[src/include/uocr_pkg.sv]
package uocr_pkg;

  // Register byte offsets
  localparam logic [11:0] CAPABILITY_WORD_OFS     = 12'h81C;
  localparam logic [11:0] ADDRESS_SPACE_SIZE_OFS  = 12'h820;
  localparam logic [11:0] BLOCK_NAME_PART_ONE_OFS = 12'h824;
  localparam logic [11:0] BLOCK_NAME_PART_TWO_OFS = 12'h828;
  localparam logic [11:0] ROLE_STATE_STATUS_OFS   = 12'h82C;

  // Capability word field positions
  localparam int HB_ISO_LSB       = 17;
  localparam int HB_ISO_EPS       = 7;
  localparam int UTMI_FLAG_BIT    = 16;
  localparam int BYTE_LANE_BIT    = 15;
  localparam int MEM_SIZE_LSB     = 12;
  localparam int FIFO_DEPTH_LSB   = 8;
  localparam int DMA_LEN_BIT      = 7;
  localparam int DMA_CHAN_LSB     = 4;
  localparam int ENDPOINT_CNT_LSB = 0;

  // Capability values of this build
  localparam logic [6:0] HB_ISO_SUPPORTED_N      = 7'h7F;
  localparam logic       UTMI_PATH_WIDTH_FLAG    = 1'h1;
  localparam logic       NATIVE_BYTE_LANE_FLAG   = 1'h0;
  localparam logic [2:0] PACKET_MEMORY_SIZE_CODE = 3'h6;
  localparam logic [3:0] DMA_FIFO_DEPTH_CODE     = 4'h0;
  localparam logic       DMA_LENGTH_WIDTH_FLAG   = 1'h1;
  localparam logic [2:0] DMA_CHANNEL_COUNT       = 3'h7;
  localparam logic [3:0] ENDPOINT_COUNT          = 4'h8;

  // Size and name words; values are arbitrary
  localparam logic [31:0] ADDRESS_SPACE_SIZE  = 32'h00001000;
  localparam logic [31:0] BLOCK_NAME_PART_ONE = 32'h4F54475F;
  localparam logic [31:0] BLOCK_NAME_PART_TWO = 32'h43545231;

  // Reset value of the state status word
  localparam logic [31:0] ROLE_STATE_RESET = 32'h00000009;

  // Timing
  localparam int CLK_MHZ          = 100;
  localparam int DISCHARGE_US     = 100;
  localparam int HNP_WAIT_US      = 3000;
  localparam int DISCHARGE_CYCLES = DISCHARGE_US * CLK_MHZ;
  localparam int HNP_WAIT_CYCLES  = HNP_WAIT_US * CLK_MHZ;
  localparam int TIMER_W          = 20;
  localparam int SETTLE_CYCLES    = 3;

  // Pin inputs, in synchroniser bit order
  localparam int PIN_W            = 7;
  localparam int PIN_ID           = 0;
  localparam int PIN_VBUS_VALID   = 1;
  localparam int PIN_SESS_VALID   = 2;
  localparam int PIN_OVERCURRENT  = 3;
  localparam int PIN_FAR_CONNECT  = 4;
  localparam int PIN_LINE_SUSPEND = 5;
  localparam int PIN_LINE_RESUME  = 6;

  // Dual-role states in code order 0..15
  typedef enum logic [3:0] {
    A_IDLE, A_WAIT_VRISE, A_WAIT_BCON, A_HOST, A_SUSPEND, A_PERIPHERAL,
    A_WAIT_VFALL, A_VBUS_ERR, A_WAIT_DISCHARGE, B_IDLE, B_PERIPHERAL,
    B_WAIT_BEGIN_HNP, B_WAIT_DISCHARGE, B_WAIT_ACON, B_HOST, B_SRP_INIT
  } uocr_state_t;

endpackage

[src/logic/uocr_sync.sv]
`timescale 1ns/1ps
module uocr_sync
  import uocr_pkg::*;
(
  // Clock and reset
  input  wire logic             clk,
  input  wire logic             reset_n,
  // Pins in, synchronised out
  input  wire logic [PIN_W-1:0] pin_async,
  output logic      [PIN_W-1:0] pin_sync
);
  import uocr_pkg::*;

  typedef struct packed {
    logic [PIN_W-1:0] first;
    logic [PIN_W-1:0] second;
  } uocr_sync_t;

  uocr_sync_t s;
  uocr_sync_t next_s;

  // First stage feeds only the second
  always_comb
  begin
    next_s = s;
    next_s.first = pin_async;
    next_s.second = s.first;
  end

  always_ff @(posedge clk)
  begin
    if (!reset_n)
      s <= '0;
    else
      s <= next_s;
  end

  genvar b;
  generate
    for (b = 0; b < PIN_W; b++)
    begin : g_out
      assign pin_sync[b] = s.second[b];
    end
  endgenerate
endmodule // uocr_sync

[src/logic/uocr_timer.sv]
`timescale 1ns/1ps
module uocr_timer
  import uocr_pkg::*;
(
  // Clock and reset
  input  wire logic               clk,
  input  wire logic               reset_n,
  // Control
  input  wire logic               start,
  input  wire logic [TIMER_W-1:0] load,
  // Expiry pulse
  output logic                    done
);
  import uocr_pkg::*;

  typedef struct packed {
    logic [TIMER_W-1:0] count;
    logic               running;
    logic               done;
  } uocr_timer_t;

  uocr_timer_t s;
  uocr_timer_t next_s;

  always_comb
  begin
    next_s = s;
    next_s.done = 1'b0;
    // Restart also drops a stale expiry
    if (start)
    begin
      next_s.count = (load == '0) ? TIMER_W'(1) : load;
      next_s.running = 1'b1;
    end
    else if (s.running)
    begin
      if (s.count == TIMER_W'(1))
      begin
        next_s.running = 1'b0;
        next_s.done = 1'b1;
      end
      next_s.count = s.count - TIMER_W'(1);
    end
  end

  always_ff @(posedge clk)
  begin
    if (!reset_n)
      s <= '0;
    else
      s <= next_s;
  end

  assign done = s.done;
endmodule // uocr_timer

[src/logic/uocr_top.sv]
// What this block does
// - Each endpoint reports 1 if high-bandwidth isochronous is supported, else 0.
// - Transceiver path flag: 1 for 16-bit at 30MHz, 0 for 8-bit at 60MHz.
// - Byte-write flag: 1 native memory byte writes, 0 emulated byte lanes.
// - Memory size code 0..6 below 256..16384 bytes, 7 means 16384 or more.
// - DMA FIFO depth code 1..15 direct, 0 means 16 words.
// - DMA length flag: 1 for 24-bit buffer size, 0 for 16-bit.
// - DMA channel count 1..7 direct, code 0 reserved.
// - Endpoint count 1..15 direct, 0 means 16.
// - Read-only word gives the register address space size.
// - Two consecutive read-only words hold the ASCII block name.
// - State code sits in low four bits of status word, resets to 9.
// - Start in code 9, then go to code 0 once the synchronised id pin reads low.
// - A-device: code 1 waiting VBus valid, code 2 waiting connection.
// - A-device: code 3 host, 4 suspended host, 5 peripheral.
// - A-device: code 6 waiting VBus fall, 7 over-current recovery.
// - A-device: code 8 during 100 us line discharge.
// - B-device: code 10 peripheral, 11 suspended waiting 3 ms before negotiation.
// - B-device: code 12 discharging 100 us, 13 waiting for A connect.
// - B-device: code 14 host, 15 session request in progress.
`timescale 1ns/1ps
module uocr_top
  import uocr_pkg::*;
#(
  parameter int DISCHARGE_CNT = DISCHARGE_CYCLES,
  parameter int HNP_WAIT_CNT  = HNP_WAIT_CYCLES
)
(
  // Clock and reset
  input  wire logic              clk,
  input  wire logic              reset_n,
  // Register port
  input  wire logic              reg_sel,
  input  wire logic              reg_wr,
  input  wire logic [11:0]       reg_addr,
  input  wire logic [31:0]       reg_wdata,
  output logic      [31:0]       reg_rdata,
  output logic                   reg_rvalid,
  // Pins from the line side
  input  wire logic              id_pin,
  input  wire logic              vbus_valid_pin,
  input  wire logic              session_valid_pin,
  input  wire logic              overcurrent_pin,
  input  wire logic              far_connect_pin,
  input  wire logic              line_suspend_pin,
  input  wire logic              line_resume_pin,
  // Requests from local control logic
  input  wire logic              bus_request,
  input  wire logic              bus_drop,
  input  wire logic              srp_request,
  input  wire logic              hnp_request,
  input  wire logic              hnp_enabled,
  input  wire logic              host_done,
  // Role status
  output uocr_pkg::uocr_state_t  dual_role_state_code,
  output logic                   host_role,
  output logic                   vbus_drive,
  output logic                   peripheral_role,
  output logic                   discharge_active
);
  import uocr_pkg::*;

  typedef struct packed {
    uocr_state_t state;
    logic [1:0]  settle;
    logic [31:0] rdata;
    logic        rvalid;
    logic        host_role;
    logic        vbus_drive;
    logic        peripheral_role;
    logic        discharge_active;
  } uocr_top_t;

  localparam uocr_top_t RESET_S = '{
    state:            uocr_state_t'(ROLE_STATE_RESET[3:0]),
    settle:           2'h0,
    rdata:            32'h00000000,
    rvalid:           1'b0,
    host_role:        1'b0,
    vbus_drive:       1'b0,
    peripheral_role:  1'b0,
    discharge_active: 1'b0
  };

  uocr_top_t s;
  uocr_top_t next_s;

  logic [PIN_W-1:0]   pins;
  logic [PIN_W-1:0]   pins_q;
  logic               timer_start;
  logic [TIMER_W-1:0] timer_load;
  logic               timer_done;
  logic [31:0]        capability_word;
  logic [31:0]        role_state_status;

  assign pins[PIN_ID]           = id_pin;
  assign pins[PIN_VBUS_VALID]   = vbus_valid_pin;
  assign pins[PIN_SESS_VALID]   = session_valid_pin;
  assign pins[PIN_OVERCURRENT]  = overcurrent_pin;
  assign pins[PIN_FAR_CONNECT]  = far_connect_pin;
  assign pins[PIN_LINE_SUSPEND] = line_suspend_pin;
  assign pins[PIN_LINE_RESUME]  = line_resume_pin;

  uocr_sync u_sync (
    .clk       (clk),
    .reset_n   (reset_n),
    .pin_async (pins),
    .pin_sync  (pins_q)
  );

  uocr_timer u_timer (
    .clk     (clk),
    .reset_n (reset_n),
    .start   (timer_start),
    .load    (timer_load),
    .done    (timer_done)
  );

  logic id_q;
  logic vbus_ok;
  logic sess_ok;
  logic ovc;
  logic far_conn;
  logic suspend_seen;
  logic resume_seen;

  assign id_q         = pins_q[PIN_ID];
  assign vbus_ok      = pins_q[PIN_VBUS_VALID];
  assign sess_ok      = pins_q[PIN_SESS_VALID];
  assign ovc          = pins_q[PIN_OVERCURRENT];
  assign far_conn     = pins_q[PIN_FAR_CONNECT];
  assign suspend_seen = pins_q[PIN_LINE_SUSPEND];
  assign resume_seen  = pins_q[PIN_LINE_RESUME];

  genvar ep;
  generate
    for (ep = 0; ep < HB_ISO_EPS; ep++)
    begin : g_hb_iso
      assign capability_word[HB_ISO_LSB + ep] = HB_ISO_SUPPORTED_N[ep];
    end
  endgenerate

  assign capability_word[31:HB_ISO_LSB + HB_ISO_EPS] = '0;
  assign capability_word[UTMI_FLAG_BIT] = UTMI_PATH_WIDTH_FLAG;
  assign capability_word[BYTE_LANE_BIT] = NATIVE_BYTE_LANE_FLAG;
  assign capability_word[MEM_SIZE_LSB +: 3] = PACKET_MEMORY_SIZE_CODE;
  assign capability_word[FIFO_DEPTH_LSB +: 4] = DMA_FIFO_DEPTH_CODE;
  assign capability_word[DMA_LEN_BIT] = DMA_LENGTH_WIDTH_FLAG;
  assign capability_word[DMA_CHAN_LSB +: 3] = DMA_CHANNEL_COUNT;
  assign capability_word[ENDPOINT_CNT_LSB +: 4] = ENDPOINT_COUNT;

  assign role_state_status = {28'h0000000, s.state};

  // Timer loads on entry to a timed state; counts from other states are ignored
  always_comb
  begin
    timer_start = 1'b0;
    timer_load = TIMER_W'(DISCHARGE_CNT);
    if (next_s.state != s.state)
    begin
      case (next_s.state)
        A_WAIT_DISCHARGE,
        B_WAIT_DISCHARGE:
        begin
          timer_start = 1'b1;
          timer_load = TIMER_W'(DISCHARGE_CNT);
        end
        B_WAIT_BEGIN_HNP:
        begin
          timer_start = 1'b1;
          timer_load = TIMER_W'(HNP_WAIT_CNT);
        end
        default:
        begin
          timer_start = 1'b0;
        end
      endcase
    end
  end

  always_comb
  begin
    next_s = s;
    next_s.rvalid = 1'b0;

    // Reads answer one cycle later
    // Writes are accepted and dropped
    if (reg_sel && !reg_wr)
    begin
      next_s.rvalid = 1'b1;
      case (reg_addr)
        CAPABILITY_WORD_OFS:     next_s.rdata = capability_word;
        ADDRESS_SPACE_SIZE_OFS:  next_s.rdata = ADDRESS_SPACE_SIZE;
        BLOCK_NAME_PART_ONE_OFS: next_s.rdata = BLOCK_NAME_PART_ONE;
        BLOCK_NAME_PART_TWO_OFS: next_s.rdata = BLOCK_NAME_PART_TWO;
        ROLE_STATE_STATUS_OFS:   next_s.rdata = role_state_status;
        default:                 next_s.rdata = 32'h00000000;
      endcase
    end
    else if (reg_sel && reg_wr)
    begin
      next_s.rvalid = 1'b1;
      next_s.rdata = 32'h00000000;
    end

    // Id synchroniser needs a few edges before it is trusted
    if (s.settle != 2'(SETTLE_CYCLES))
      next_s.settle = s.settle + 2'h1;

    if (s.settle == 2'(SETTLE_CYCLES))
    begin
      case (s.state)
        A_IDLE:
        begin
          if (id_q)
            next_s.state = B_IDLE;
          else if (bus_request && !bus_drop)
            next_s.state = A_WAIT_VRISE;
        end
        A_WAIT_VRISE:
        begin
          if (id_q || ovc)
            next_s.state = ovc ? A_VBUS_ERR : A_WAIT_VFALL;
          else if (bus_drop)
            next_s.state = A_WAIT_VFALL;
          else if (vbus_ok)
            next_s.state = A_WAIT_BCON;
        end
        A_WAIT_BCON:
        begin
          if (ovc)
            next_s.state = A_VBUS_ERR;
          else if (id_q || bus_drop)
            next_s.state = A_WAIT_VFALL;
          else if (far_conn)
            next_s.state = A_HOST;
        end
        A_HOST:
        begin
          if (ovc)
            next_s.state = A_VBUS_ERR;
          else if (id_q || bus_drop)
            next_s.state = A_WAIT_VFALL;
          else if (!far_conn)
            next_s.state = A_WAIT_BCON;
          else if (!bus_request)
            next_s.state = A_SUSPEND;
        end
        A_SUSPEND:
        begin
          if (ovc)
            next_s.state = A_VBUS_ERR;
          else if (id_q || bus_drop)
            next_s.state = A_WAIT_VFALL;
          else if (!far_conn && hnp_enabled)
            next_s.state = A_PERIPHERAL;
          else if (bus_request || resume_seen)
            next_s.state = A_HOST;
        end
        A_PERIPHERAL:
        begin
          if (ovc)
            next_s.state = A_VBUS_ERR;
          else if (id_q || bus_drop)
            next_s.state = A_WAIT_VFALL;
          else if (suspend_seen)
            next_s.state = A_WAIT_DISCHARGE;
        end
        A_WAIT_VFALL:
        begin
          if (!sess_ok)
            next_s.state = A_IDLE;
        end
        A_VBUS_ERR:
        begin
          if (!ovc)
            next_s.state = A_WAIT_VFALL;
        end
        A_WAIT_DISCHARGE:
        begin
          if (ovc)
            next_s.state = A_VBUS_ERR;
          else if (timer_done)
            next_s.state = A_WAIT_BCON;
        end
        // B idle, may request a session
        B_IDLE:
        begin
          if (!id_q)
            next_s.state = A_IDLE;
          else if (sess_ok)
            next_s.state = B_PERIPHERAL;
          else if (srp_request)
            next_s.state = B_SRP_INIT;
        end
        B_PERIPHERAL:
        begin
          if (!id_q || !sess_ok)
            next_s.state = B_IDLE;
          else if (suspend_seen && hnp_request && hnp_enabled)
            next_s.state = B_WAIT_BEGIN_HNP;
        end
        B_WAIT_BEGIN_HNP:
        begin
          if (!id_q || !sess_ok)
            next_s.state = B_IDLE;
          else if (resume_seen || !hnp_request)
            next_s.state = B_PERIPHERAL;
          else if (timer_done)
            next_s.state = B_WAIT_DISCHARGE;
        end
        // Discharge, then wait for A connect
        B_WAIT_DISCHARGE:
        begin
          if (!id_q || !sess_ok)
            next_s.state = B_IDLE;
          else if (timer_done)
            next_s.state = B_WAIT_ACON;
        end
        B_WAIT_ACON:
        begin
          if (!id_q || !sess_ok)
            next_s.state = B_IDLE;
          else if (far_conn)
            next_s.state = B_HOST;
          else if (resume_seen)
            next_s.state = B_PERIPHERAL;
        end
        B_HOST:
        begin
          if (!id_q || !sess_ok)
            next_s.state = B_IDLE;
          else if (host_done || !far_conn)
            next_s.state = B_PERIPHERAL;
        end
        B_SRP_INIT:
        begin
          if (!id_q)
            next_s.state = A_IDLE;
          else if (sess_ok)
            next_s.state = B_PERIPHERAL;
          else if (!srp_request)
            next_s.state = B_IDLE;
        end
        default:
        begin
          next_s.state = B_IDLE;
        end
      endcase
    end

    // Role outputs decode the next state and register with it, in step with the state
    next_s.host_role = (next_s.state == A_HOST) || (next_s.state == A_SUSPEND)
                       || (next_s.state == B_HOST);
    next_s.vbus_drive = (next_s.state == A_WAIT_VRISE) || (next_s.state == A_WAIT_BCON)
                        || (next_s.state == A_HOST) || (next_s.state == A_SUSPEND)
                        || (next_s.state == A_PERIPHERAL)
                        || (next_s.state == A_WAIT_DISCHARGE);
    next_s.peripheral_role = (next_s.state == A_PERIPHERAL)
                             || (next_s.state == B_PERIPHERAL)
                             || (next_s.state == B_WAIT_BEGIN_HNP);
    next_s.discharge_active = (next_s.state == A_WAIT_DISCHARGE)
                              || (next_s.state == B_WAIT_DISCHARGE);
  end

  always_ff @(posedge clk)
  begin
    if (!reset_n)
      s <= RESET_S;
    else
      s <= next_s;
  end

  assign reg_rdata            = s.rdata;
  assign reg_rvalid           = s.rvalid;
  assign dual_role_state_code = s.state;
  assign host_role            = s.host_role;
  assign vbus_drive           = s.vbus_drive;
  assign peripheral_role      = s.peripheral_role;
  assign discharge_active     = s.discharge_active;
endmodule // uocr_top

[config.mk]
export PLATFORM = sky130hd
export DESIGN_NAME = uocr_top
export DESIGN_NICKNAME = d
export VERILOG_FILES = /design/src/include/uocr_pkg.sv /design/src/logic/uocr_sync.sv /design/src/logic/uocr_timer.sv /design/src/logic/uocr_top.sv
export SDC_FILE = /design/constraint.sdc
export NUM_CORES = 1
export LEC_CHECK = 0
export BUFFER_PORTS_ARGS = -buffer_cell sky130_fd_sc_hd__buf_2
export CAP_MARGIN = 10
export CELL_PAD_IN_SITES_DETAIL_PLACEMENT = 1
export CELL_PAD_IN_SITES_GLOBAL_PLACEMENT = 1
export CORE_ASPECT_RATIO = 0.8
export CORE_MARGIN = 8
export CORE_UTILIZATION = 41
export CTS_CLUSTER_DIAMETER = 80
export DETAILED_ROUTE_END_ITERATION = 6
export GPL_TIMING_DRIVEN = 0
export PLACE_DENSITY_LB_ADDON = 0.2
export SYNTH_ARGS = -nofsm -noshare
export SYNTH_HDL_FRONTEND = slang
export SYNTH_HIERARCHICAL = 1
export SYNTH_SLANG_ARGS = --single-unit
export TNS_END_PERCENT = 50
[constraint.sdc]
create_clock -name clk -period 6.7 [get_ports clk]
set_input_delay 0 -clock clk [delete_from_list [all_inputs] [get_ports clk]]
set_output_delay 0 -clock clk [all_outputs]
set_load 0.05 [all_outputs]
======== Word level (Yosys, flattened, before mapping) ========
Cells that the tools add are included.
cells by class
  $add $sub $neg .......................... 2
  equal/unequal tests ..................... 34
  muxes and demuxes ....................... 55
  bitwise logic cells ..................... 2
  reductions and logical operators ........ 34
operators by type and width
  cell                   count
  $mux 4                 42
  $pmux 31 s5            1
  $mux 33                2
  $pmux 4 s16            1
  $eq 12x12->1 const B   5
  $mux 19                3
  $eq 4x4->1 const B     13
  $eq 4x3->1 const B     6
  $mux 22                1
  $mux 21                1
  $eq 20x1->1 const B    1
  $logic_not 20->1       1
  $sub 20x1->20 const B  1
  $eq 4x2->1 const B     4
  $logic_or 1x1->1       16
  $eq 4x1->1 const B     2
  $logic_and 1x1->1      6
  $logic_not 1->1        6
  $reduce_or 3->1        2
  $logic_not 4->1        1
  $ne 4x4->1             1
  $reduce_bool 2->1      2
  $mux 1                 3
  $add 2x1->2 const B    1
  4 further kinds        5
storage, ports and cells
  register bits after elaboration ......... 79
  output and inout port bits .............. 41
  logic and storage cells ................. 140

======== Logic depth before layout (Yosys ltp) ========
Gate-level depths: netlist of run 1.
  depth in word-level cells ............... 13
  depth in mapped cells ................... 14
  depth with buffers taken out ............ 11

======== Hierarchy ========
The synthesis of run 1 kept the hierarchy.
by module, submodules not included
  module      instances  cells each  area each (um^2)  sequential area each (um^2)
  uocr_top    1          264         1991.9            440.4
  uocr_timer  1          153         1253.7            440.4
  uocr_sync   1          29          391.6             280.3

======== Worst setup path before layout of run 1 ========
Ideal clock, no wire load.
  kind .................................... reg2reg
  start ................................... reg s, in the netlist dual_role_state_code[1]
  end ..................................... reg u_timer/s[10] (netlist name)
  setup time .............................. 70 ps
  data arrival time ....................... 2896 ps
  required time ........................... 6630 ps
  path slack .............................. 3734 ps
  stages on the path, launching flop included .. 13
  path buffers ............................ 4
  clock period less this slack ............ 2966 ps
  path through ............................ dfxtp_1 > buf_6 > or2_1 > a221o_1 > a41oi_1 > o21ai_1 > a41oi_1 > nor2b_1 > clkbuf_1 > inv_1 > clkbuf_1 > clkbuf_1 > a21oi_1
on the way
  elaborated cells on any way between the ends .. 72
RTL lines
  element                                       RTL line                          RTL
  start: declaration                            uocr_top.sv:85                    uocr_top_t s;
  start signal: assignment                      uocr_top.sv:371                   s <= next_s;
  $mux 4 (on tied branches)                     uocr_top.sv:257, uocr_top.sv:246
  $mux 4 (on tied branches)                     uocr_top.sv:255, uocr_top.sv:244
  $mux 4 (on tied branches)                     uocr_top.sv:253, uocr_top.sv:242
  $mux 4 (on tied branches)                     uocr_top.sv:251, uocr_top.sv:240
  $pmux 4 s16                                   uocr_top.sv:212                   case (s.state)
  $mux 4                                        uocr_top.sv:210                   if (s.settle == 2'(SETTLE_CYCLES))
  $eq 4x4->1                                    uocr_top.sv:161                   case (next_s.state)
  $reduce_or 3->1 (no line)                     --
  $mux 1                                        uocr_top.sv:161
  $mux 1 (*)                                    uocr_top.sv:159                   if (next_s.state != s.state)
  named net timer_start                         uocr_top.sv:90                    logic timer_start;
  $mux 21 or $reduce_bool 2->1 (tied branches)  --
  end signal: assignment                        uocr_timer.sv:51                  s <= next_s;
  end: declaration                              uocr_timer.sv:22                  uocr_timer_t s;
The timed path passes the listed nets; every way through them passes the cells marked *.
A chain may end at the register's enable or synchronous reset.

======== Final worst setup path of run 1 ========
  start ................................... reg s, in the netlist dual_role_state_code[0]
  end ..................................... reg u_timer/s[10] (netlist name)
Same word-level chain as after synthesis.

==> run metrics, run 1 <==
status finished clean; global-route wire length before repair 18.6 mm; CTS clk-pin slew, worst paths 0.07 ns; GPL Wtd Cong 0.963; max-cap viol count 0; top-level I/O count 102; Synth Instances 446; Synth async-reset ratio 0%; pin count of the biggest net entering global routing 16; input/output buffers 64; fin crit share 59.4%; peak supply drop 0.135 mV; Max Clock Skew 0.0107 ns; Crit. End Element register; synth warn 6; DR WL met3 913 microns; Syn-to-layout area delta 23.5%; CTS tree done; Max Used Layer met4; die width 121 microns; post-synth cell types 72; slew margin rel. 48.5%; core box area 8560 sq um; CP required 6.96 ns; synthesized cell area 3640 sq um; Worst-Skew Late Latency 0.34 ns; Clock Tree Buf Depth 2; Antenna Nets Post-Route 0; sequential area share after synthesis 31.9%; remaining global-route overflow 0; DRC viols 0; drt total wl 11.4 mm; GR Util All Layers 18.7%; Initial Util 42.5%; RSZ-0062 raised after global routing no; met2 WL post-DR 5.12 mm; DRT met1 WL 5.26 mm; crit path DAT 4.24 ns; Die Span Y 100 microns; setup TNS 0 ns; Top FF cell, synth dfxtp_1; Mean Syn Cell Area 8.16 sq um; setup bufs post-CTS 0; H-tree depth 3; EDFF count, synth 0; routed len/inst 17.0 microns; Fill cells 1,061; Layout Nets 616; 1st-pass router iterations 4; std cell rows 30; worst min-delay path class primary input to register; 1st-iter DRT viols 170; root buffer cell clkbuf_8; clk sinks 58; post-DP HPWL 8.44 mm; share of cells above drive strength 1 26.8%; critical path peak fanout 10; total CTS buffers 9; startpoint types register; vias in the first global route 3,732; Multi-input gate area 2090 sq um; Setup Viol. Count Final 0; Final Hold Fails 0; Static Leak 0.00198 uW; initial antenna violation count 1; #FFs+latches synth 58; Pwr Total 1150 uW; die area 12,200 sq um; routed vias 3,591; f_max 251 MHz; Antenna Cells 0; Least-Margin Pin Slew 0.766 ns; Via-to-Cell Ratio 5.37; power density cells 257 nW/um^2; FF/Latch Area 1160 sq um; Min Clock Period, post-route 3.98 ns; Crit Path Class register to register; Slew Limit Fails 0
-- power breakdown --
part           switching (uW)  leakage, uW  internal [uW]
sequential               27.3     0.000472            374
combinational             220      0.00139            139
clock                     147     0.000114            247
total                     394      0.00198            760
-- layout by cell type, fill, tap and decap left out, drive strengths merged, types with 6 or more instances in the layout --
cell type and count:
and2 17, dlygate4sd3 7, nor4 13, clkbuf 24
mux2i 7, or3 9, o31ai 8, a21oi 35
nor2 31, xnor2 13, nor2b 6, nor3 10
nand3 7, dfxtp 58, or4 11, a31oi 11
nand2 17, o21ai 25, buf 115, inv 14
conb 26, nand2b 13
-- flip-flops by register name, indices dropped and copies added (netlist names) --
name / cells
u_timer/s: 21
reg_rdata: 11
u_sync/next_s: 7
u_sync/pin_sync: 7
dual_role_state_code: 4
s: 2
discharge_active: 1
host_role: 1
peripheral_role: 1
reg_rvalid: 1
u_timer/done: 1
vbus_drive: 1
-- logic make-up (layout without fill, tap and decap cells) --
family | count (synthesis) | count (layout) | share of synthesized area, %
and+or+nand+nor | 165 | 165 | 27.5
other | 2 | 26 | 0.206
AOI/OAI and AO/OA | 117 | 117 | 20.8
DFF | 58 | 58 | 31.9
adders and majority gates | 3 | 3 | 1.03
muxes | 7 | 7 | 1.93
xor gates and xnor gates | 15 | 15 | 3.61
buffers and inverters | 79 | 166 | 13.0
-- critical path: stages, from the launching register on --
cell and delay, ns:
dfxtp_1 0.39, buf_2 0.25, buf_2 0.29, o21ai_0 0.13, a211oi_1 0.35, a31oi_1 0.11, a41oi_2 0.40, and2_1 0.29
mux2i_1 0.10, nor2b_1 0.23, clkbuf_1 0.39, inv_1 0.14, clkbuf_1 0.29, clkbuf_1 0.32, a21oi_1 0.20
-- what timing repair did --
action,in CTS,in global routing
hold buffers,7,0
endpoints found under the hold margin,7,0
resized for setup,0,0
-- area by class of cell --
cell class	count	share of cell area (%)
Buffer	64	9.25
Tap cell	112	3.12
Multi-Input combinational cell	333	46.6
Sequential cell	58	25.8
Timing Repair Buffer	71	8.69
Inverter	15	1.25
Clock buffer	11	2.92
Clock inverter	5	2.28
-- routing by layer --
metal	GRT usage, %	vias up
met5	0	-
met4	4.45	0
met2	30.2	105
li1	-	1767
met3	5.84	8
met1	23.7	1711
-- per-stage QoR --
| step | hold WS (ns) | setup slack (ns) | area, sq um | utilization, % | std cells |
|---|---|---|---|---|---|
| after floorplan | 0.127 | 3.73 | 3730 | - | 470 |
| after CTS | 0.0327 | 2.82 | 4490 | 52.5 | 669 |
| final | 0.0354 | 2.72 | 4490 | 52.5 | 669 |
| after global routing | 0.0579 | 2.43 | 4490 | 52.5 | 669 |
| after global placement | 0.205 | 2.93 | 4190 | 48.9 | 646 |
| after detailed placement | 0.215 | 2.87 | 4190 | 48.9 | 646 |
-- synth_stat cells (all sizes together) (3+ instances only) --
cell     n  area (sq um)
nor4b    3          26.3
o31ai    8          60.1
nand3    7          35.0
a21oi   35           179
dfxtp   58          1160
nand2b  13          81.3
mux2i    7          70.1
nand4    3          18.8
nor2b    6          37.5
or3b     4          35.0
or4     11          86.3
and2    17           119
a41oi    3          33.8
o21ai   25           125
nand4b   3          26.3
nand2   17          63.8
xnor2   13           114
buf     51           365
nor2    31           116
a31oi   11          68.8
nor3b    5          37.5
clkbuf  13          50.0
a211o    3          26.3
nor4    13          96.3
nor3    10          50.1
or2      3          18.8
or3      9          56.3
a21o     5          37.5
ha       3          37.5
inv     14          52.6
o21a     5          37.5
-- path summary, 6_finish.rpt --
| kind | startpoint | to | slack, ns | cells after the start |
|---|---|---|---|---|
| hold / removal | reg_addr[2] | reg_rdata[12] | 0.04 | 4 |
| setup reg to reg | dual_role_state_code[0] | u_timer/s[10] | 2.72 | 14 |
| hold reg to reg | u_sync/next_s[2] | u_sync/pin_sync[2] | 0.45 | 1 |
| setup / recovery | dual_role_state_code[0] | u_timer/s[10] | 2.72 | 14 |
Note: power is estimated with default switching activity, not from simulation.
==> run 2: changes to the inputs <==
CORE_UTILIZATION = 35   (was 41)
clock period = 3.3 ns   (was 6.7 ns; I/O delays follow)
==> run metrics, run 2 (synthesized netlist as in run 1, its figures left out) <==
status finished clean (unchanged); Clock Tree Buf Depth 2 (unchanged); share of cells above drive strength 1 30.6% (was 26.8%); Pint 1750 uW (was 760 uW); Setup Viol. Count Final 0 (unchanged); hold_sp reg_addr[2] (unchanged); startpoint types register (unchanged); GPL Wtd Cong 0.872 (was 0.963); die width 130 microns (was 121 microns); Reg2Reg Depth 13 (was 14); input/output buffers 64 (unchanged); Antenna Nets Post-Route 0 (unchanged); Crit Path Class register to register (unchanged); Initial Util 35.7% (was 42.5%); H-tree depth 3 (unchanged); Psw 830 uW (was 394 uW); DRC viols 0 (unchanged); Layout Nets 618 (was 616); slowest cell on the critical path or3b_1 (was a41oi_2); initial antenna violation count 0 (was 1); Slew Limit Fails 0 (unchanged); CTS tree done (unchanged); Comb pwr share 29.7% (was 31.1%); CP dominant cell by count buf_4 (was clkbuf_1); f_max 319 MHz (was 251 MHz); critical path peak fanout 10 (unchanged); commonest non-fill, non-tap cell in the layout buf_2 (unchanged); Sw Share 32.2% (was 34.2%); worst min-delay path class primary input to register (unchanged); Least-Margin Pin Slew 0.504 ns (was 0.766 ns); die area 13,900 sq um (was 12,200 sq um); Final Instance Area 4730 sq um (was 4490 sq um); most frequent cells in the layout buf_2 (70), dfxtp_1 (56), buf_4 (45) (was buf_2 (74), dfxtp_1 (58), buf_4 (37)); CP required 3.51 ns (was 6.96 ns); met2 usage 26.3% (was 30.2%); core box area 10,200 sq um (was 8560 sq um); worst hold path depth 4 (unchanged); remaining global-route overflow 0 (unchanged); pin count of the biggest net entering global routing 16 (unchanged); Worst-Skew Late Latency 0.33 ns (was 0.34 ns); critical path's largest stage delay 0.44 ns (was 0.40 ns); 1st-iter DRT viols 134 (was 170); slew margin rel. 66.1% (was 48.5%); Crit. End Element register (unchanged); 1st-pass router iterations 4 (unchanged); Via-to-Cell Ratio 5.14 (was 5.37); vias in the first global route 3,750 (was 3,732); peak supply drop 0.273 mV (was 0.135 mV); Max Clock Skew 0.00699 ns (was 0.0107 ns); critical path buffer and inverter count 5 (was 6); setup TNS 0 ns (unchanged); max reg flops 21 (unchanged); Multi-input gate area 2160 sq um (was 2090 sq um); clk sinks 58 (unchanged); std cell rows 33 (was 30); crit path cell chain buf_4 -> and4b_1 -> a31oi_1 -> or3b_1 -> a41o_2 -> and2_1 -> mux2i_2 -> nor2b_4 -> clkbuf_4 -> inv_1 -> buf_4 -> buf_4 -> a21oi_1 (was buf_2 -> buf_2 -> o21ai_0 -> a211oi_1 -> a31oi_1 -> a41oi_2 -> and2_1 -> mux2i_1 -> nor2b_1 -> clkbuf_1 -> inv_1 -> clkbuf_1 -> clkbuf_1 -> a21oi_1); Pwr Total 2580 uW (was 1150 uW); Hold EP reg_rdata[12] (unchanged); FF/Latch Area 1160 sq um (about the same); drt total wl 11.5 mm (was 11.4 mm); gr busiest metal met2 (unchanged); CTS clk-pin slew, worst paths 0.05 ns (was 0.07 ns); routed vias 3,595 (was 3,591); Seq pwr share 31.8% (was 34.7%); clock network power share 38.5% (was 34.1%); total CTS buffers 9 (unchanged); CP top delay family simple AND/OR/NAND/NOR gates (was buffers and inverters); max-cap viol count 0 (unchanged); flop-to-flop setup slack 0.17 ns (was 2.72 ns); routed len/inst 16.4 microns (was 17.0 microns); GR Util All Layers 17.0% (was 18.7%); root buffer cell clkbuf_16 (was clkbuf_8); fin crit share 95.0% (was 59.4%); grt met3 use 4.91% (was 5.84%); Util after Layout 46.3% (was 52.5%); power density cells 545 nW/um^2 (was 257 nW/um^2); Min Clock Period, post-route 3.13 ns (was 3.98 ns); Placed Area 4220 sq um (was 4190 sq um); top-level I/O count 102 (unchanged); largest reg by FF count u_timer/s (unchanged); Die Span Y 107 microns (was 100 microns); crit path DAT 3.34 ns (was 4.24 ns); post-DP HPWL 8.43 mm (was 8.44 mm); Fill cells 1,241 (was 1,061); Antenna Cells 0 (unchanged); met1 Use GR 22.3% (was 23.7%); R2R Path Start dual_role_state_code[0] (unchanged); Static Leak 0.00206 uW (was 0.00198 uW); Syn-to-layout area delta 29.9% (was 23.5%); global-route wire length before repair 18.9 mm (was 18.6 mm); Final Hold Fails 0 (unchanged); Reg-to-Reg End u_timer/s[12] (was u_timer/s[10])
[run 2: changes by cell type in the layout (fill, tap and decap cells not counted), moves of 2 or more]
| cell | change |
|---|---|
| dfxtp_2 | +2 |
| buf_4 | +8 |
| buf_2 | -4 |
| clkbuf_16 | +9 |
| clkbuf_4 | +2 |
| a41oi_2 | +2 |
| clkbuf_1 | -5 |
| nor2b_1 | -2 |
| dfxtp_1 | -2 |
| a41oi_1 | -2 |
| clkbuf_8 | -8 |
[run 2: per-stage QoR]
step                hold WS [ns]  cells  worst slack, ns
floorplan                  0.127    470            0.334
global placement           0.208    674           -0.561
detailed placement         0.212    674           -0.641
CTS                      0.00606    699           0.0671
global route              0.0578    699          -0.0171
finish                    0.0151    699            0.165
[run 2: layout make-up]
type / instances / area share [%]
Tap cell: 140 / 3.71
Buffer: 64 / 9.35
Inverter: 15 / 1.19
Multi-Input combinational cell: 333 / 45.8
Sequential cell: 58 / 24.6
Timing Repair Buffer: 73 / 8.58
Clock buffer: 11 / 5.14
Clock inverter: 5 / 1.64
[run 2: worst register-to-register path: stages, from the launching register on]
cell	delay, ns
dfxtp_2	0.38
buf_4	0.20
and4b_1	0.24
a31oi_1	0.09
or3b_1	0.44
a41o_2	0.35
and2_1	0.24
mux2i_2	0.23
nor2b_4	0.07
clkbuf_4	0.19
inv_1	0.11
buf_4	0.19
buf_4	0.21
a21oi_1	0.09
[run 2: how the worst max path moves through the flow]
stage	start	to	cells after the start
after CTS	dual_role_state_code[0]	u_timer/s[12]	13
after global routing	u_sync/pin_sync[0]	u_timer/s[15]	13
after floorplan	dual_role_state_code[1]	u_timer/s[10]	12
after detailed placement	dual_role_state_code[0]	u_timer/s[12]	13
after global placement	dual_role_state_code[0]	u_timer/s[12]	14
final	dual_role_state_code[0]	u_timer/s[12]	13
[run 2: timing repair]
item	CTS	global route
setup buffers	2	0
endpoints found under the setup margin	19	17
endpoints found under the hold margin	7	0
hold buffers	7	0
resized for setup	21	13
pin swaps	2	1
[run 2: per-layer routing]
metal	part of all wire (%)	wire length, microns	vias to the layer above
met1	47	5350	1715
li1	-	-	1769
met5	0	0	-
met2	45	5120	105
met4	0.74	85	0
met3	8.1	932	6
[run 2: power by group through the flow]
stage	clock, uW	sequential [uW]	combinational [uW]
2_1_floorplan	0	835	519
6_report	990	820	765
4_1_cts	1020	817	746
5_1_grt	1050	826	837
3_3_place_gp	0	828	689
3_5_place_dp	0	829	703
==> run 3: changes to the inputs <==
MAX_ROUTING_LAYER = met4   (was default)
==> run metrics, run 3 (synthesized netlist as in run 1, its figures left out) <==
status finished clean (unchanged); H-tree depth 3 (unchanged); CTS clk-pin slew, worst paths 0.05 ns (about the same); Antenna Nets Post-Route 0 (unchanged); std cell rows 33 (unchanged); Initial Util 35.7% (unchanged); Layout Nets 617 (was 618); 1st-iter DRT viols 151 (was 134); Slew Limit Fails 0 (unchanged); CTS tree done (unchanged); Max Clock Skew 0.00363 ns (was 0.00699 ns); Final Hold Fails 0 (unchanged); DRC viols 0 (unchanged); commonest non-fill, non-tap cell in the layout buf_2 (unchanged); grt met3 use 4.32% (was 4.91%); Crit Path Class register to register (unchanged); max reg flops 21 (unchanged); post-DP HPWL 8.29 mm (was 8.43 mm); GPL Wtd Cong 0.889 (was 0.872); vias in the first global route 3,602 (was 3,750); die area 13,900 sq um (unchanged); routed len/inst 16.1 microns (was 16.4 microns); initial antenna violation count 0 (unchanged); CP required 3.55 ns (was 3.51 ns); remaining global-route overflow 0 (unchanged); Worst-Skew Late Latency 0.33 ns (about the same); most frequent cells in the layout buf_2 (69), dfxtp_1 (56), buf_4 (43) (was buf_2 (70), dfxtp_1 (56), buf_4 (45)); max-cap viol count 0 (unchanged); Static Leak 0.00204 uW (was 0.00206 uW); Syn-to-layout area delta 29.0% (was 29.9%); pin count of the biggest net entering global routing 16 (unchanged); routed vias 3,605 (was 3,595); Antenna Cells 0 (unchanged); hold slack 0.0194 ns (was 0.0151 ns); fin crit share 96.3% (was 95.0%); worst min-delay path class primary input to register (unchanged); Clock Tree Buf Depth 2 (unchanged); input/output buffers 64 (unchanged); gr busiest metal met2 (unchanged); Min Clock Period, post-route 3.18 ns (was 3.13 ns); Crit. End Element register (unchanged); met2 usage 25.3% (was 26.3%); clk sinks 58 (unchanged); crit path DAT 3.43 ns (was 3.34 ns); slew margin rel. 65.2% (was 66.1%); f_max 315 MHz (was 319 MHz); Final Non-Filler Cells 697 (was 699); Die Span Y 107 microns (unchanged); largest reg by FF count u_timer/s (unchanged); peak supply drop 0.346 mV (was 0.273 mV); GR Util All Layers 17.0% (about the same); top-level I/O count 102 (unchanged); Via-to-Cell Ratio 5.17 (was 5.14); Least-Margin Pin Slew 0.522 ns (was 0.504 ns); met1 Use GR 22.3% (about the same); total CTS buffers 9 (unchanged); drt total wl 11.2 mm (was 11.5 mm); global-route wire length before repair 18.5 mm (was 18.9 mm); 1st-pass router iterations 4 (unchanged); share of cells above drive strength 1 30.7% (was 30.6%); core box area 10,200 sq um (unchanged); root buffer cell clkbuf_16 (unchanged); power density cells 518 nW/um^2 (was 545 nW/um^2); Setup Viol. Count Final 0 (unchanged); startpoint types register (unchanged); critical path peak fanout 10 (unchanged); die width 130 microns (unchanged); placed cells 674 (unchanged)
-- run 3: final cells by class --
class	count	area [sq um]
sequential	58	1160
clock buffer	12	256
buffer	64	444
inverter	15	56.3
timing repair buffer	72	398
multi-input combinational	333	2180
tap	140	175
fill	1269	5510
clock inverter	3	15.0
-- run 3: power breakdown --
part	internal [uW]	leakage, uW	total [uW]	switching [uW]
sequential	762	0.000472	819	56.8
combinational	304	0.00143	765	461
clock	539	0.000138	845	305
total	1610	0.00204	2430	824
-- run 3: through the flow --
step                worst slack (ns)  setup TNS, ns  utilization (%)  total power, uW  area, sq um
CTS                          0.00952              0             45.4             2430         4630
global route                 -0.0489         -0.235             46.0             2570         4690
floorplan                      0.334              0                -             1350         3730
finish                         0.123              0             46.0             2430         4690
global placement              -0.571          -7.73             41.4             1520         4220
detailed placement            -0.699         -10.08             41.4             1540         4220
-- run 3: final timing paths --
| check | slack (ns) | start | end | cells past startpoint |
|---|---|---|---|---|
| setup / recovery | 0.12 | dual_role_state_code[1] | u_timer/s[7] | 14 |
| hold / removal | 0.02 | reg_addr[2] | reg_rdata[12] | 4 |
| setup reg to reg | 0.12 | dual_role_state_code[1] | u_timer/s[7] | 14 |
| hold reg to reg | 0.44 | u_sync/next_s[3] | u_sync/pin_sync[3] | 1 |
-- run 3: repair_timing --
| action | in CTS | in global routing |
|---|---|---|
| hold buffers | 7 | 0 |
| buffers inserted | 1 | 0 |
| setup endpoints to repair | 21 | 19 |
| hold endpoints to repair | 7 | 0 |
| pin swaps | 1 | 1 |
| gates resized for setup | 18 | 18 |
-- run 3: routing by layer --
metal	vias up	share of wire [%]	wire length [microns]
met1	1719	47	5240
met2	107	44	4990
met5	-	0	0
met3	9	7.8	881
met4	0	1.2	131
li1	1770	-	-
-- run 3: critical path, stage by stage (launching register included) --
cell      delay (ns)
dfxtp_2         0.46
buf_6           0.18
buf_2           0.26
nand2_1         0.09
nand2_1         0.06
nand4_1         0.15
a41oi_4         0.34
o21ai_1         0.17
a41oi_2         0.25
nor2b_2         0.25
clkbuf_4        0.24
inv_1           0.09
clkbuf_4        0.20
buf_4           0.20
a21oi_1         0.14
